==> src/hw/bcrc_pkg.sv <==
// constants and types shared by the byte-stream checksum engine
package bcrc_pkg;

    // ------------------------------------------------------------
    // bus geometry
    // ------------------------------------------------------------
    localparam int unsigned BCRC_AW = 5;
    localparam int unsigned BCRC_DW = 32;

    // ------------------------------------------------------------
    // register byte offsets
    // ------------------------------------------------------------
    localparam logic [BCRC_AW-1:0] OFS_CTRL = 5'h00;
    localparam logic [BCRC_AW-1:0] OFS_IN   = 5'h04;
    localparam logic [BCRC_AW-1:0] OFS_DAT  = 5'h08;
    localparam logic [BCRC_AW-1:0] OFS_FLIP = 5'h0c;

    // ------------------------------------------------------------
    // control register fields
    // ------------------------------------------------------------
    localparam int unsigned CTRL_PNT_LSB  = 0;
    localparam int unsigned CTRL_VAL_BIT  = 2;
    localparam int unsigned CTRL_INIT_BIT = 3;
    localparam int unsigned CTRL_SEL_BIT  = 4;

    // ------------------------------------------------------------
    // algorithm constants
    // ------------------------------------------------------------
    localparam int unsigned BITS_PER_BYTE = 8;
    localparam logic [15:0] POLY16        = 16'h1021;
    localparam logic [31:0] POLY32        = 32'h04c11db7;
    // bit-reversed form of the 32-bit generator
    localparam logic [31:0] POLY32_REFL   = 32'hedb88320;
    localparam logic [31:0] INIT_ZERO     = 32'h00000000;
    localparam logic [31:0] INIT_ONES     = 32'hffffffff;

    // ------------------------------------------------------------
    // reset values
    // ------------------------------------------------------------
    localparam logic        RST_SEL16  = 1'h0;
    localparam logic        RST_VAL    = 1'h0;
    localparam logic [1:0]  RST_PNT    = 2'h0;
    localparam logic [7:0]  RST_BYTE   = 8'h00;
    localparam logic [31:0] RST_RESULT = INIT_ZERO;

    // ------------------------------------------------------------
    // wishbone request carrier
    // ------------------------------------------------------------
    typedef struct packed {
        logic               cyc;
        logic               stb;
        logic               we;
        logic [BCRC_AW-1:0] adr;
        logic [3:0]         sel;
        logic [BCRC_DW-1:0] dat;
    } bcrc_wb_req_t;

endpackage : bcrc_pkg

==> src/hw/bcrc_top.sv <==
// byte-stream crc16/crc32 engine with a classic wishbone register slave
//
// Added by the designer: the register addresses and the Wishbone register port.
module bcrc_top (
    // clock and reset
    input  wire logic                   clk,
    input  wire logic                   rst,
    // wishbone slave
    input  wire bcrc_pkg::bcrc_wb_req_t wb_req,
    output logic                        wb_ack,
    output logic [bcrc_pkg::BCRC_DW-1:0] wb_rdata
);
    import bcrc_pkg::*;

    // ------------------------------------------------------------
    // state
    // ------------------------------------------------------------
    logic               width_select_r;
    logic               init_value_select_r;
    logic [1:0]         result_byte_pointer_r;
    logic [7:0]         checksum_byte_input_r;
    logic [7:0]         bit_reverse_helper_r;
    logic [31:0]        result_r;
    logic               ack_r;
    logic [BCRC_DW-1:0] rdata_r;

    logic               width_select_nxt;
    logic               init_value_select_nxt;
    logic [1:0]         result_byte_pointer_nxt;
    logic [7:0]         checksum_byte_input_nxt;
    logic [7:0]         bit_reverse_helper_nxt;
    logic [31:0]        result_nxt;

    // ------------------------------------------------------------
    // checksum arithmetic
    // ------------------------------------------------------------
    function automatic logic [15:0] crc16_byte(
        input logic [15:0] acc,
        input logic [7:0]  din
    );
        logic [15:0] c;
        c = acc ^ {din, 8'h00};
        for (int i = 0; i < BITS_PER_BYTE; i++) begin
            if (c[15]) begin
                c = {c[14:0], 1'b0} ^ POLY16;
            end else begin
                c = {c[14:0], 1'b0};
            end
        end
        return c;
    endfunction : crc16_byte

    // reflected form: low byte in, right shifts, reversed generator
    function automatic logic [31:0] crc32_byte(
        input logic [31:0] acc,
        input logic [7:0]  din
    );
        logic [31:0] c;
        c = acc ^ {24'h000000, din};
        for (int i = 0; i < BITS_PER_BYTE; i++) begin
            if (c[0]) begin
                c = {1'b0, c[31:1]} ^ POLY32_REFL;
            end else begin
                c = {1'b0, c[31:1]};
            end
        end
        return c;
    endfunction : crc32_byte

    function automatic logic [7:0] rev8(input logic [7:0] b);
        logic [7:0] r;
        for (int i = 0; i < 8; i++) begin
            r[i] = b[7-i];
        end
        return r;
    endfunction : rev8

    // ------------------------------------------------------------
    // bus decode
    // ------------------------------------------------------------
    // first cycle of a request latches read data and raises ack;
    // the ack cycle commits writes and pointer steps
    wire        req_first = wb_req.cyc & wb_req.stb & ~ack_r;
    wire        commit    = wb_req.cyc & wb_req.stb & ack_r;
    wire        lane0     = wb_req.sel[0];
    wire [7:0]  wbyte     = wb_req.dat[7:0];
    wire        hit_ctrl  = (wb_req.adr == OFS_CTRL);
    wire        hit_in    = (wb_req.adr == OFS_IN);
    wire        hit_dat   = (wb_req.adr == OFS_DAT);
    wire        hit_flip  = (wb_req.adr == OFS_FLIP);
    wire        wr_ok     = commit & wb_req.we & lane0;
    wire        wr_ctrl   = wr_ok & hit_ctrl;
    wire        wr_in     = wr_ok & hit_in;
    wire        wr_dat    = wr_ok & hit_dat;
    wire        wr_flip   = wr_ok & hit_flip;
    wire        rd_dat    = commit & ~wb_req.we & hit_dat;
    wire        acc_dat   = wr_dat | rd_dat;
    wire        init_wr   = wr_ctrl & wb_req.dat[CTRL_INIT_BIT];
    wire        init_ones = wb_req.dat[CTRL_VAL_BIT];

    // ------------------------------------------------------------
    // result datapath
    // ------------------------------------------------------------
    // 16-bit width folds only the low half and leaves the top alone
    wire [15:0] fold16   = crc16_byte(result_r[15:0], wbyte);
    wire [31:0] fold32   = crc32_byte(result_r, wbyte);
    wire [31:0] folded   = width_select_r ? {result_r[31:16], fold16} : fold32;
    wire [31:0] init_val = init_ones ? INIT_ONES : INIT_ZERO;
    // in 16-bit width codes 10 and 11 reach bytes 0 and 1 again
    wire [1:0]  win_idx  = width_select_r ? {1'b0, result_byte_pointer_r[0]}
                                          : result_byte_pointer_r;
    wire [4:0]  win_lsb  = {win_idx, 3'b000};
    wire [7:0]  win_byte = result_r[win_lsb +: 8];

    logic [31:0] win_merged;
    always_comb begin
        win_merged = result_r;
        win_merged[win_lsb +: 8] = wbyte;
    end

    always_comb begin
        if (init_wr) begin
            result_nxt = init_val;
        end else if (wr_in) begin
            result_nxt = folded;
        end else if (wr_dat) begin
            result_nxt = win_merged;
        end else begin
            result_nxt = result_r;
        end
    end

    // ------------------------------------------------------------
    // control and helper registers
    // ------------------------------------------------------------
    always_comb begin
        width_select_nxt        = width_select_r;
        init_value_select_nxt   = init_value_select_r;
        result_byte_pointer_nxt = result_byte_pointer_r;
        if (wr_ctrl) begin
            width_select_nxt        = wb_req.dat[CTRL_SEL_BIT];
            init_value_select_nxt   = init_ones;
            result_byte_pointer_nxt = wb_req.dat[CTRL_PNT_LSB +: 2];
        end else if (acc_dat) begin
            result_byte_pointer_nxt = result_byte_pointer_r + 2'h1;
        end
    end

    assign checksum_byte_input_nxt = wr_in ? wbyte : checksum_byte_input_r;
    assign bit_reverse_helper_nxt  = wr_flip ? rev8(wbyte) : bit_reverse_helper_r;

    // ------------------------------------------------------------
    // read mux
    // ------------------------------------------------------------
    wire [7:0] ctrl_rd = {3'h0, width_select_r, 1'b0, init_value_select_r,
                          result_byte_pointer_r};
    wire [7:0] rd_byte = hit_ctrl ? ctrl_rd :
                         hit_in   ? checksum_byte_input_r :
                         hit_dat  ? win_byte :
                         hit_flip ? bit_reverse_helper_r : 8'h00;
    wire [BCRC_DW-1:0] rd_word = {24'h000000, rd_byte};

    // ------------------------------------------------------------
    // registers
    // ------------------------------------------------------------
    always_ff @(posedge clk) begin
        if (rst) begin
            width_select_r        <= RST_SEL16;
            init_value_select_r   <= RST_VAL;
            result_byte_pointer_r <= RST_PNT;
            checksum_byte_input_r <= RST_BYTE;
            bit_reverse_helper_r  <= RST_BYTE;
            result_r              <= RST_RESULT;
        end else begin
            width_select_r        <= width_select_nxt;
            init_value_select_r   <= init_value_select_nxt;
            result_byte_pointer_r <= result_byte_pointer_nxt;
            checksum_byte_input_r <= checksum_byte_input_nxt;
            bit_reverse_helper_r  <= bit_reverse_helper_nxt;
            result_r              <= result_nxt;
        end
    end

    always_ff @(posedge clk) begin
        if (rst) begin
            ack_r   <= 1'b0;
            rdata_r <= 32'h00000000;
        end else begin
            ack_r   <= req_first;
            rdata_r <= req_first ? rd_word : rdata_r;
        end
    end

    assign wb_ack   = ack_r;
    assign wb_rdata = rdata_r;

    // ------------------------------------------------------------
    // checks
    // ------------------------------------------------------------
    logic [7:0] flip_raw_r;
    always_ff @(posedge clk) begin
        if (rst) begin
            flip_raw_r <= RST_BYTE;
        end else if (wr_flip) begin
            flip_raw_r <= wbyte;
        end
    end

    a_crc16_vec_a: assert property (
        @(posedge clk) disable iff (rst)
        (wr_in && width_select_r && result_r[15:0] == 16'hffff && wbyte == 8'h63)
        |=> (result_r[15:0] == 16'hbd35))
        else $error("crc16 of 0x63 from ones is wrong");

    a_crc16_vec_b: assert property (
        @(posedge clk) disable iff (rst)
        (wr_in && width_select_r && result_r[15:0] == 16'hffff && wbyte == 8'h8c)
        |=> (result_r[15:0] == 16'hb1f4))
        else $error("crc16 of 0x8c from ones is wrong");

    a_crc32_vec_a: assert property (
        @(posedge clk) disable iff (rst)
        (wr_in && !width_select_r && result_r == INIT_ONES && wbyte == 8'h63)
        |=> (result_r == 32'hf9462090))
        else $error("crc32 of 0x63 from ones is wrong");

    a_init_load_value: assert property (
        @(posedge clk) disable iff (rst)
        init_wr |=> (result_r == ($past(init_ones) ? INIT_ONES : INIT_ZERO)))
        else $error("init strobe loaded wrong value");

    a_result_hold_idle: assert property (
        @(posedge clk) disable iff (rst)
        !(init_wr || wr_in || wr_dat) |=> $stable(result_r))
        else $error("result changed without an access");

    a_pointer_step_one: assert property (
        @(posedge clk) disable iff (rst)
        acc_dat |=> (result_byte_pointer_r == $past(result_byte_pointer_r) + 2'h1))
        else $error("pointer did not step by one");

    a_window_alias_16: assert property (
        @(posedge clk) disable iff (rst)
        (req_first && !wb_req.we && hit_dat && width_select_r)
        |=> (wb_rdata[7:0] ==
             ($past(result_byte_pointer_r[0]) ? result_r[15:8] : result_r[7:0])))
        else $error("16-bit window read wrong byte");

    a_flip_read_back: assert property (
        @(posedge clk) disable iff (rst)
        (req_first && !wb_req.we && hit_flip)
        |=> (wb_rdata == {24'h000000, flip_raw_r[0], flip_raw_r[1], flip_raw_r[2],
                          flip_raw_r[3], flip_raw_r[4], flip_raw_r[5], flip_raw_r[6],
                          flip_raw_r[7]}))
        else $error("flip readback not reversed");

    a_ack_one_cycle: assert property (
        @(posedge clk) disable iff (rst)
        wb_ack |=> !wb_ack)
        else $error("ack held longer than one cycle");

    a_crc16_vec_c: assert property (
        @(posedge clk) disable iff (rst)
        (wr_in && width_select_r && result_r[15:0] == 16'hffff && wbyte == 8'h7d)
        |=> (result_r[15:0] == 16'h4eca))
        else $error("crc16 of 0x7d from ones is wrong");

    a_fold16_upper_kept: assert property (
        @(posedge clk) disable iff (rst)
        (wr_in && width_select_r) |=> (result_r[31:16] == $past(result_r[31:16])))
        else $error("16-bit fold disturbed the upper half");

    a_no_lane_no_fold: assert property (
        @(posedge clk) disable iff (rst)
        (commit && wb_req.we && hit_in && !lane0) |=> $stable(result_r))
        else $error("input write without its lane changed the result");

    a_window_write_b0: assert property (
        @(posedge clk) disable iff (rst)
        (wr_dat && !width_select_r && result_byte_pointer_r == 2'h0)
        |=> (result_r[7:0] == $past(wbyte)))
        else $error("window write to byte 0 did not land");

    a_ack_after_req: assert property (
        @(posedge clk) disable iff (rst)
        req_first |=> wb_ack)
        else $error("request not acknowledged in the next cycle");

endmodule : bcrc_top

==> config.mk <==
export PLATFORM = sky130hd
export DESIGN_NAME = bcrc_top
export DESIGN_NICKNAME = d
export VERILOG_FILES = /design/src/hw/bcrc_pkg.sv /design/src/hw/bcrc_top.sv
export SDC_FILE = /design/constraint.sdc
export NUM_CORES = 1
export LEC_CHECK = 0
export BUFFER_PORTS_ARGS = -buffer_cell sky130_fd_sc_hd__buf_2
export CELL_PAD_IN_SITES_DETAIL_PLACEMENT = 1
export CELL_PAD_IN_SITES_GLOBAL_PLACEMENT = 2
export CORE_MARGIN = 5
export CORE_UTILIZATION = 37
export DETAILED_ROUTE_END_ITERATION = 10
export HOLD_SLACK_MARGIN = 0.12
export PLACE_DENSITY = 0.93
export SETUP_SLACK_MARGIN = 0.2
export SLEW_MARGIN = 10
export SYNTH_ARGS = -nofsm -noshare
export SYNTH_HDL_FRONTEND = slang
export SYNTH_SLANG_ARGS = --single-unit
==> constraint.sdc <==
create_clock -name clk -period 3.7 [get_ports clk]
set_input_delay 0 -clock clk [delete_from_list [all_inputs] [get_ports clk]]
set_output_delay 0 -clock clk [all_outputs]
set_load 0.05 [all_outputs]
==> metrics.yaml, run 1 <==
path_cells: "xor2_4 > xnor3_1 > xor3_1 > xnor2_1 > a221oi_1 > nor3_2"
nNetsFinal: 596
clock_latency_ps: 340
drc: 0
power.net_switching_uw: 558.4
gp_routability_congestion: 0.9301
floorplan.die.height_um: 121.1
design.core.area_um2: 12060
skew_ps: 7.472
detailroute.via_count: 4078
post_synthesis_instance_area_um2: 4571
worst_slew_pin_slew_ps: 824.9
totalNegativeSetupSlack_ps: 0
route.detailed.vias_per_inst: 5.680
timing.final.setup_violations: 0
hold_path.class: "input pin to register"
routed_wirelength_um: 14960
maximum_number_of_pins_on_one_net_before_global_route_repair: 56
tritoncts: "built"
max-slew-margin-rel_pct: 44.61
critical_path.startpoint_type: "register"
cts_resized: 0
global_route_wire_length_before_repair_um: 23450
outcome: "finished, final reports clean"
antenna_found_initial: 0
cts-root-to-sink-buffers: 2
internal_power_uw: 1311
rows: 40
ys_async_sr_fraction_pct: 0
power.clock.fraction_pct: 45.9
port_buffers: 27
layoutNonFillerInstCount: 718
detail-route-antenna-nets: 0
cts_root_buffer: "clkbuf_16"
place_hpwl_um: 10640
worst_slack_ps: 1028
yosys.cell_types.count: 52
setup.worst_path.end_class: "register"
path_clk_slew_ps: 60
power.ir.vdd_worst_mv: 0.1807
flow.area_growth_from_synthesis_pct: 11.96
drive_above_1_share_pct: 15.09
max-cap-violations: 0
timing.critical_path.max_delay_family: "XOR/XNOR gates"
period_minus_slack_ps: 2673
numClockSinks: 61
netlist.top_cell.by_area: "dfxtp_1"
hold_violations: 0
yosys_register_bits: 61
netlist.area_leader.share_pct: 26.72
post-place-cells: 694
numCtsBuffers: 9
timing_worst_setup_path_type: "register to register"
initial_utilization_pct: 37.89
cp_max_fo: 7
cp.arrival_ps: 2880
n_fill_cell: 1402
slew_viol_final: 0
final_common_cell: "dfxtp_1"
power.share.switching_pct: 29.88
first_pass_iteration_count_of_the_detailed_router: 5
postSynthCellCount: 530
cts-htree-levels: 3
slowest_stage_cell_cp: "xnor3_1"
required_ps: 3900
part_of_the_power_in_registers_pct: 35.2
dr.first_iter.drc_count: 279
leakage_uw: 0.001891
post_synth.cell_area_avg_um2: 8.624
largest_stage_delay_on_the_critical_path_ps: 590
power.share.combinational_pct: 18.9
synth_sequential_area_ratio_pct: 26.72
fp.dieW_um: 121.1
critical_path.n_buffers_inverters: 0
first_global_vias: 4212
fmax_mhz: 374.2
ys_top_cells_by_area: "dfxtp_1 27%, xnor2_1 11%, mux4_2 5.9%"
ys.warnings.count: 0
cts_post_setup_buffers_inserted: 0
preCtsSetupSlack_ps: 1106
wl_per_cell_um: 20.83
globalRouteOverflowTotal: 0
final.hold.worst_slack_ps: 201.0
mostFrequentLayoutCells: "61 x dfxtp_1, 60 x nand2_1, 59 x xnor2_1"
synth-main-ff-cell: "dfxtp_1"
insertedDiodeCount: 0
powerDensity_nw_per_um2: 365.2
ios: 79
grt_util_all_layers_pct: 20.84
post_synth_edffs: 0
finalCritPeriodShare_pct: 72.23
die-area_um2: 14680
unrepaired_setup_endpoints_after_global_routing: "no"
-- path summary, 6_finish.rpt --
check	startpoint	to	slack (ps)	depth (start not counted)
worst min-delay path	wb_req[36]	init_value_select_r	200	5
worst max register to register	result_r[1]	result_r[23]	1030	6
worst max-delay path	result_r[1]	result_r[23]	1030	6
worst min register to register	bit_reverse_helper_r[0]	bit_reverse_helper_r[0]	450	2
-- cell families after synthesis --
group                      after synthesis  share of synthesized area [%]
adders and majority gates                5                          1.369
buffers and inverters                   70                          7.911
other                                    1                        0.08205
AOI/OAI and AO/OA                      100                          14.32
and+or+nand+nor                        170                          16.97
muxes                                   28                          9.499
xor gates and xnor gates                95                          23.13
DFF                                     61                          26.72
-- routing by layer --
layer  global-route usage, %  wire length (um)  up-vias
li1                        -                 -     1840
met1                   25.64              6292     2052
met2                   35.50              7384      152
met3                   3.823               807       34
met4                   9.174               470        0
met5                       0                 0        -
-- per-stage QoR --
step / cell area (um2) / total power (uW) / util, %
floorplan: 4657 / 965.1 / -
global placement: 4738 / 1004 / 39.28
detailed placement: 4738 / 1010 / 39.28
CTS: 5117 / 1870 / 42.43
global route: 5117 / 1930 / 42.43
finish: 5117 / 1869 / 42.43
-- flip-flops by register name (all words and copies together), names as in the netlist --
signal                 count
checksum_byte_input_r      8
result_byte_pointer_r      2
init_value_select_r        1
wb_rdata                   8
result_r                  32
wb_ack                     1
width_select_r             1
bit_reverse_helper_r       8
-- Yosys cell counts, types with 3 or more instances --
cell and n:
a211oi_1 6, a21oi_1 35, a221oi_1 17, a22oi_1 6
a311oi_1 5, a31oi_1 5, and2_1 3, buf_1 4
buf_2 7, buf_4 24, clkbuf_1 29, dfxtp_1 61
ha_1 5, inv_1 6, mux2_2 3, mux2i_1 13
mux4_2 12, nand2_1 60, nand3_1 13, nor2_1 52
nor2b_1 3, nor3_1 17, nor4_1 5, o21ai_0 15
xnor2_1 59, xnor2_2 7, xnor3_1 9, xor2_1 17
-- final cells by class --
cell class	count	area, um2	share of cell area, %
Clock buffer	9	225.2	4.401
Clock inverter	7	73.82	1.443
Inverter	6	22.52	0.4401
Multi-Input combinational cell	422	3074	60.07
Sequential cell	61	1221	23.86
Tap cell	168	210.2	4.108
Timing Repair Buffer	45	290.3	5.672
-- power by group through the flow --
| stage | Clock (uW) | Sequential (uW) | Combinational (uW) |
|---|---|---|---|
| after floorplan | 0 | 674 | 291 |
| after global placement | 0 | 672 | 331 |
| after detailed placement | 0 | 672 | 337 |
| after CTS | 863 | 658 | 349 |
| after global routing | 901 | 658 | 371 |
| final | 859 | 658 | 352 |
-- worst register-to-register path, delay by kind of cell (launching register included) --
| kind | cells | cell delay, ps |
|---|---|---|
| flops | 1 | 570 |
| compound gates | 1 | 300 |
| xor+xnor | 4 | 1600 |
| simple gates | 1 | 60 |
-- what timing repair did --
action	in CTS	in global routing
hold buffers	8	0
setup endpoints to repair	0	0
endpoints found under the hold margin	23	0
No activity file was read; power rests on OpenSTA's default activity.
==> run 2, diff against run 1 <==
--- a/config.mk
+++ b/config.mk
@@ -5,14 +5,15 @@
 export SDC_FILE = /design/constraint.sdc
 export NUM_CORES = 1
 export LEC_CHECK = 0
+export ABC_AREA = 1
 export BUFFER_PORTS_ARGS = -buffer_cell sky130_fd_sc_hd__buf_2
 export CELL_PAD_IN_SITES_DETAIL_PLACEMENT = 1
 export CELL_PAD_IN_SITES_GLOBAL_PLACEMENT = 2
 export CORE_MARGIN = 5
-export CORE_UTILIZATION = 37
+export CORE_UTILIZATION = 27
 export DETAILED_ROUTE_END_ITERATION = 10
 export HOLD_SLACK_MARGIN = 0.12
-export PLACE_DENSITY = 0.93
+export PLACE_DENSITY = 0.82
 export SETUP_SLACK_MARGIN = 0.2
 export SLEW_MARGIN = 10
 export SYNTH_ARGS = -nofsm -noshare
==> constraint.sdc (replaced) <==
create_clock -name clk -period 2.25 [get_ports clk]
set_input_delay 0 -clock clk [delete_from_list [all_inputs] [get_ports clk]]
set_output_delay 0 -clock clk [all_outputs]
set_load 0.05 [all_outputs]
==> run 2 against run 1 <==
Clock skew rose by 2.2 ps; largest power group unchanged; critical path depth rose by 3; sequential power rose by 66%; non-clock buffer count rose by 16; first-iteration DRC count rose by 57%; largest cell class unchanged; sequential cell count did not move; global-route usage fell by 1.0 points; clock power rose by 83%; synthesized cell count rose by 62%; cell count rose by 63%; highest routed layer unchanged; sequential share of layout area fell by 3.7 points; core utilization fell by 10 points.
==> metrics.yaml, run 2 <==
final.hold.worst_slack_ps: 160.7  # was 201.0 ps
post_synthesis_instance_area_um2: 5184  # was 4571 um2
synth_common_cells: "254 x nand2_1, 77 x o21ai_0, 76 x a21oi_1, 72 x inv_1, 63 x nand3_1"  # was 61 x dfxtp_1, 60 x nand2_1, 59 x xnor2_1, 52 x nor2_1, 35 x a21oi_1
detail-route-antenna-nets: 0  # unchanged
ys_async_sr_fraction_pct: 0  # unchanged
route.detailed.vias_per_inst: 5.043  # was 5.680
power.clock.fraction_pct: 48.9  # was 45.9%
initial_utilization_pct: 27.53  # was 37.89%
report.power.total_uw: 3221  # was 1869 uW
leakage_uw: 0.002960  # was 0.001891 uW
hold_violations: 0  # unchanged
cts-htree-levels: 3  # unchanged
power.ir.vdd_worst_mv: 0.2900  # was 0.1807 mV
place_hpwl_um: 17170  # was 10,640 um
drive_above_1_share_pct: 14.55  # was 15.09%
synth_sequential_area_ratio_pct: 23.56  # was 26.72%
totalNegativeSetupSlack_ps: 0  # unchanged
cts_root_buffer: "clkbuf_16"  # unchanged
part_of_the_power_in_registers_pct: 33.8  # was 35.2%
postSynthCellCount: 858  # was 530
setup.worst_path.end_class: "register"  # unchanged
max-cap-violations: 0  # unchanged
routed_wirelength_um: 22000  # was 14,960 um
max-slew-margin-rel_pct: 61.03  # was 44.61%
numClockSinks: 61  # unchanged
outcome: "finished, final reports clean"  # unchanged
yosys_register_bits: 61  # unchanged
preCtsSetupSlack_ps: 249.2  # was 1106 ps
timing_worst_setup_path_type: "register to register"  # unchanged
yosysMostFrequentCell: "nand2_1"  # was dfxtp_1
max_reg_flops: 32  # unchanged
antenna_found_initial: 0  # unchanged
hold_path.class: "input pin to register"  # unchanged
final_common_cell: "nand2_1"  # was dfxtp_1
first_global_vias: 5681  # was 4,212
power.share.switching_pct: 31.66  # was 29.88%
critical_path.startpoint_type: "register"  # unchanged
worst_slack_ps: 336.2  # was 1028 ps
n_fill_cell: 2474  # was 1,402
fp.dieW_um: 148.6  # was 121.1 um
path_clk_slew_ps: 60  # about the same
rrSetupSlack_ps: 340  # was 1030 ps
numCtsBuffers: 9  # unchanged
port_buffers: 27  # unchanged
die-area_um2: 22070  # was 14,680 um2
top_register: "result_r"  # unchanged
clock_latency_ps: 360  # was 340 ps
first_pass_iteration_count_of_the_detailed_router: 5  # unchanged
unrepaired_setup_endpoints_after_global_routing: "yes"  # was no
layout.area.seq_um2: 1221  # unchanged
global_route_wire_length_before_repair_um: 33260  # was 23,450 um
internal_power_uw: 2201  # was 1311 uW
synth-main-ff-cell: "dfxtp_1"  # unchanged
period_minus_slack_ps: 1914  # was 2673 ps
grt_util_all_layers_pct: 19.81  # was 20.84%
maximum_number_of_pins_on_one_net_before_global_route_repair: 22  # was 56
floorplan.die.height_um: 148.6  # was 121.1 um
ys_top_cells_by_area: "dfxtp_1 24%, nand2_1 18%, o21ai_0 7.4%"  # was dfxtp_1 27%, xnor2_1 11%, mux4_2 5.9%
drc: 0  # unchanged
ys.warnings.count: 0  # unchanged
post_synth.cell_area_avg_um2: 6.042  # was 8.624 um2
flow.area_growth_from_synthesis_pct: 16.94  # was 11.96%
powerDensity_nw_per_um2: 531.3  # was 365.2 nW/um2
insertedDiodeCount: 0  # unchanged
power.net_switching_uw: 1020  # was 558.4 uW
worst_slew_pin_slew_ps: 581.0  # was 824.9 ps
yosys.cell_types.count: 40  # was 52
gp_routability_congestion: 0.9274  # was 0.9301
slew_viol_final: 0  # unchanged
power.share.combinational_pct: 17.3  # was 18.9%
cp_max_fo: 7  # unchanged
dr.first_iter.drc_count: 438  # was 279
netlist.area_leader.share_pct: 23.56  # was 26.72%
required_ps: 2530  # was 3900 ps
layoutNonFillerInstCount: 1167  # was 718
rows: 50  # was 40
mostFrequentLayoutCells: "252 x nand2_1, 76 x o21ai_0, 76 x a21oi_1"  # was 61 x dfxtp_1, 60 x nand2_1, 59 x xnor2_1
skew_ps: 9.630  # was 7.472 ps
wl_per_cell_um: 18.85  # was 20.83 um
ios: 79  # unchanged
multi_input_area_um2: 3443  # was 3074 um2
detailroute.via_count: 5885  # was 4,078
design.core.area_um2: 18830  # was 12,060 um2
nNetsFinal: 953  # was 596
cp.arrival_ps: 2200  # was 2880 ps
cts-root-to-sink-buffers: 2  # unchanged
netlist.top_cell.by_area: "dfxtp_1"  # unchanged
timing.final.setup_violations: 0  # unchanged
post-place-cells: 1145  # was 694
finalCritPeriodShare_pct: 85.06  # was 72.23%
tritoncts: "built"  # unchanged
post_synth_edffs: 0  # unchanged
globalRouteOverflowTotal: 0  # unchanged
fmax_mhz: 522.5  # was 374.2 MHz
-- run 2: cell type report --
| cell class | instances | area share, % |
|---|---|---|
| inverters | 87 | 5.531 |
| flip-flops and latches | 61 | 20.14 |
| clock inverters | 7 | 1.589 |
| clock buffers | 9 | 3.715 |
| multi-input cells | 682 | 56.80 |
| well taps | 260 | 5.366 |
| repair buffers | 61 | 6.852 |
-- run 2: worst paths after layout --
path                                                from                        to  cells past startpoint
worst max register to register               result_r[5]              result_r[18]                      9
worst min register to register  checksum_byte_input_r[0]  checksum_byte_input_r[0]                      2
worst min-delay path                           wb_req[2]               result_r[2]                      5
worst max-delay path                         result_r[5]              result_r[18]                      9
-- run 2: kinds of logic after synthesis --
group | count (synthesis) | synth area share (%)
buffers and inverters | 138 | 12.91
flip-flops | 61 | 23.56
adder cells (fa/ha/maj) | 5 | 1.207
AO/OA/AOI/OAI | 180 | 18.08
XOR/XNOR | 33 | 5.576
other | 1 | 0.07234
AND/OR/NAND/NOR | 440 | 38.60
-- run 2: routing by layer --
metal	GRT usage (%)	vias up	routed length, um
met4	6.051	0	602
li1	-	2830	-
met1	26.37	2827	9928
met3	3.961	42	1285
met2	32.35	186	10180
met5	0	-	0
-- run 2: power groups by stage --
stage	logic [uW]	clock network, uW	registers, uW
floorplan	396	0	1130
global placement	532	0	1110
detailed placement	542	0	1110
CTS	551	1590	1090
global route	602	1640	1090
finish	559	1570	1090
-- run 2: what timing repair did --
action                                  4_1_cts  5_1_grt
buffers inserted                              0        1
hold buffers                                  5        0
resized for setup                             0       14
endpoints found under the hold margin        16        0
endpoints found under the setup margin        0       27
-- run 2: critical path, cell delays in order, from the launching register on --
cell     delay (ps)
dfxtp_1         390
inv_1           110
nand2_1          70
nand2_1         200
nand2_1         170
nand2_2         180
xnor2_1         330
or2_0           160
nand2_1          70
a21oi_1         150
-- run 2: stage by stage --
step	utilization [%]	instance area [um2]
after global routing	32.19	6062
after floorplan	-	5275
after global placement	29.79	5609
after CTS	31.76	5981
after detailed placement	29.79	5609
final	32.19	6062
==> run 3, diff against run 2 <==
--- a/config.mk
+++ b/config.mk
@@ -6,14 +6,13 @@
 export NUM_CORES = 1
 export LEC_CHECK = 0
 export ABC_AREA = 1
-export BUFFER_PORTS_ARGS = -buffer_cell sky130_fd_sc_hd__buf_2
+export BUFFER_PORTS_ARGS = -buffer_cell sky130_fd_sc_hd__buf_4
 export CELL_PAD_IN_SITES_DETAIL_PLACEMENT = 1
 export CELL_PAD_IN_SITES_GLOBAL_PLACEMENT = 2
-export CORE_MARGIN = 5
 export CORE_UTILIZATION = 27
 export DETAILED_ROUTE_END_ITERATION = 10
 export HOLD_SLACK_MARGIN = 0.12
-export PLACE_DENSITY = 0.82
+export PLACE_DENSITY = 0.81
 export SETUP_SLACK_MARGIN = 0.2
 export SLEW_MARGIN = 10
 export SYNTH_ARGS = -nofsm -noshare
==> run 3 against run 2 <==
Clock skew shrank 3.6 ps; routed wire length grew 0.97%; cell area increased by 1.6%; clock-buffer cell count stayed put; setup slack lost 23 ps; sequential cell count unchanged; core utilization is 0.61 points higher; global-route usage grew 3.3 points; power decreased by 3.2%; first-iteration DRC count fell by 13%; critical path type unchanged; largest power group unchanged.
==> metrics.yaml, run 3 (synthesized netlist as in run 2, its figures left out) <==
top_register: "result_r"  # unchanged
path_clk_slew_ps: 60  # about the same
path_cells: "clkinv_1 > nand2_1 > buf_6 > inv_2 > buf_6 > o21ai_0 > o21ai_0 > o211ai_1 > a21oi_1"  # was inv_1 > nand2_1 > nand2_1 > nand2_1 > nand2_2 > xnor2_1 > or2_0 > nand2_1 > a21oi_1
dr.first_iter.drc_count: 380  # was 438
wl_per_cell_um: 19.31  # was 18.85 um
numClockSinks: 61  # unchanged
powerDensity_nw_per_um2: 506.4  # was 531.3 nW/um2
postLayoutCoreUtil_pct: 32.81  # was 32.19%
skew_ps: 6.057  # was 9.630 ps
cts-htree-levels: 3  # unchanged
outcome: "finished, final reports clean"  # unchanged
drive_above_1_share_pct: 15.61  # was 14.55%
cp_max_fo: 8  # was 7
period_minus_slack_ps: 1936  # was 1914 ps
route.detailed.vias_per_inst: 5.097  # was 5.043
rows: 50  # unchanged
timing.final.setup_violations: 0  # unchanged
flow.area_growth_from_synthesis_pct: 18.78  # was 16.94%
final_common_cell: "nand2_1"  # unchanged
layoutNonFillerInstCount: 1150  # was 1,167
first_pass_iteration_count_of_the_detailed_router: 5  # unchanged
insertedDiodeCount: 0  # unchanged
max_reg_flops: 32  # unchanged
totalNegativeSetupSlack_ps: 0  # unchanged
max-cap-violations: 0  # unchanged
required_ps: 2490  # was 2530 ps
hold_violations: 0  # unchanged
slew_viol_final: 0  # unchanged
slowest_stage_cell_cp: "o21ai_0"  # was dfxtp_1
timing_worst_setup_path_type: "register to register"  # unchanged
clock_latency_ps: 350  # was 360 ps
place_hpwl_um: 16910  # was 17,170 um
detailroute.via_count: 5861  # was 5,885
nNetsFinal: 962  # was 953
worst_slack_ps: 313.7  # was 336.2 ps
critical_path.n_buffers_inverters: 4  # was 1
cts-root-to-sink-buffers: 2  # unchanged
floorplan.die.height_um: 140.6  # was 148.6 um
grt_util_all_layers_pct: 23.12  # was 19.81%
die-area_um2: 19760  # was 22,070 um2
finalCritPeriodShare_pct: 86.06  # was 85.06%
initial_utilization_pct: 27.62  # was 27.53%
drc: 0  # unchanged
cp.arrival_ps: 2180  # was 2200 ps
fp.dieW_um: 140.6  # was 148.6 um
detail-route-antenna-nets: 0  # unchanged
maximum_number_of_pins_on_one_net_before_global_route_repair: 56  # was 22
antenna_found_initial: 0  # unchanged
first_global_vias: 5619  # was 5,681
hold_path.class: "input pin to register"  # unchanged
port_buffers: 27  # unchanged
numCtsBuffers: 9  # unchanged
fmax_mhz: 516.4  # was 522.5 MHz
timing.critical_path.max_delay_family: "compound AO/OA/AOI/OAI gates"  # was simple AND/OR/NAND/NOR gates
largest_stage_delay_on_the_critical_path_ps: 430  # was 390 ps
design.core.area_um2: 18770  # was 18,830 um2
ios: 79  # unchanged
report.power.total_uw: 3118  # was 3221 uW
gp_routability_congestion: 0.9116  # was 0.9274
global_route_wire_length_before_repair_um: 33420  # was 33,260 um
power.ir.vdd_worst_mv: 0.3560  # was 0.2900 mV
leakage_uw: 0.003001  # was 0.002960 uW
max-slew-margin-rel_pct: 60.22  # was 61.03%
setup.worst_path.end_class: "register"  # unchanged
mostFrequentLayoutCells: "252 x nand2_1, 76 x o21ai_0, 76 x a21oi_1"  # unchanged
critical_path.startpoint_type: "register"  # unchanged
routed_wirelength_um: 22210  # was 22,000 um
tritoncts: "built"  # unchanged
cts_root_buffer: "clkbuf_16"  # unchanged
globalRouteOverflowTotal: 0  # unchanged
unrepaired_setup_endpoints_after_global_routing: "no"  # was yes
worst_slew_pin_slew_ps: 596.7  # was 581.0 ps
post-place-cells: 1120  # was 1,145
preCtsSetupSlack_ps: 225.4  # was 249.2 ps
[run 3: layer usage]
metal	routed length (um)	up-vias	track usage, %
li1	-	2848	-
met1	9971	2825	30.11
met2	10490	151	38.55
met3	1067	37	3.385
met4	676	0	8.696
met5	0	-	0
[run 3: path summary, 6_finish.rpt]
check / from / end / slack, ps / cells after the start
setup reg to reg: width_select_r / wb_rdata[7] / 310 / 9
setup / recovery: width_select_r / wb_rdata[7] / 310 / 9
hold reg to reg: checksum_byte_input_r[0] / checksum_byte_input_r[0] / 460 / 2
hold / removal: wb_req[39] / wb_rdata[0] / 120 / 5
[run 3: power by group]
part / leakage (uW) / switching (uW) / internal, uW
registers: 0.000493 / 3.72 / 1090
logic: 0.00236 / 423 / 160
clock network: 0.000150 / 584 / 862
[run 3: area by class of cell]
| cell class | instances | area [um2] |
|---|---|---|
| clock buffer | 9 | 225.2 |
| tap | 234 | 292.8 |
| timing repair buffer | 70 | 561.8 |
| inverter | 87 | 345.3 |
| multi-input combinational | 682 | 3433 |
| fill | 2471 | 12610 |
| clock inverter | 7 | 75.07 |
| sequential | 61 | 1224 |
[run 3: through the flow]
stage               hold WS [ps]  instance area (um2)
floorplan                  69.07                 5275
global placement           234.5                 5652
detailed placement         244.8                 5652
CTS                        120.5                 6052
global route               148.3                 6157
finish                     120.1                 6157
[run 3: worst min-delay path: stages]
cell     delay (ps)
buf_4           110
nor3_4           60
a31oi_1         150
o31ai_1          80
inv_1            40
[run 3: repair_timing]
action | 4_1_cts | 5_1_grt
endpoints found under the setup margin | 0 | 26
resized for setup | 0 | 24
hold endpoints to repair | 21 | 0
setup buffers | 0 | 4
hold buffers | 10 | 0
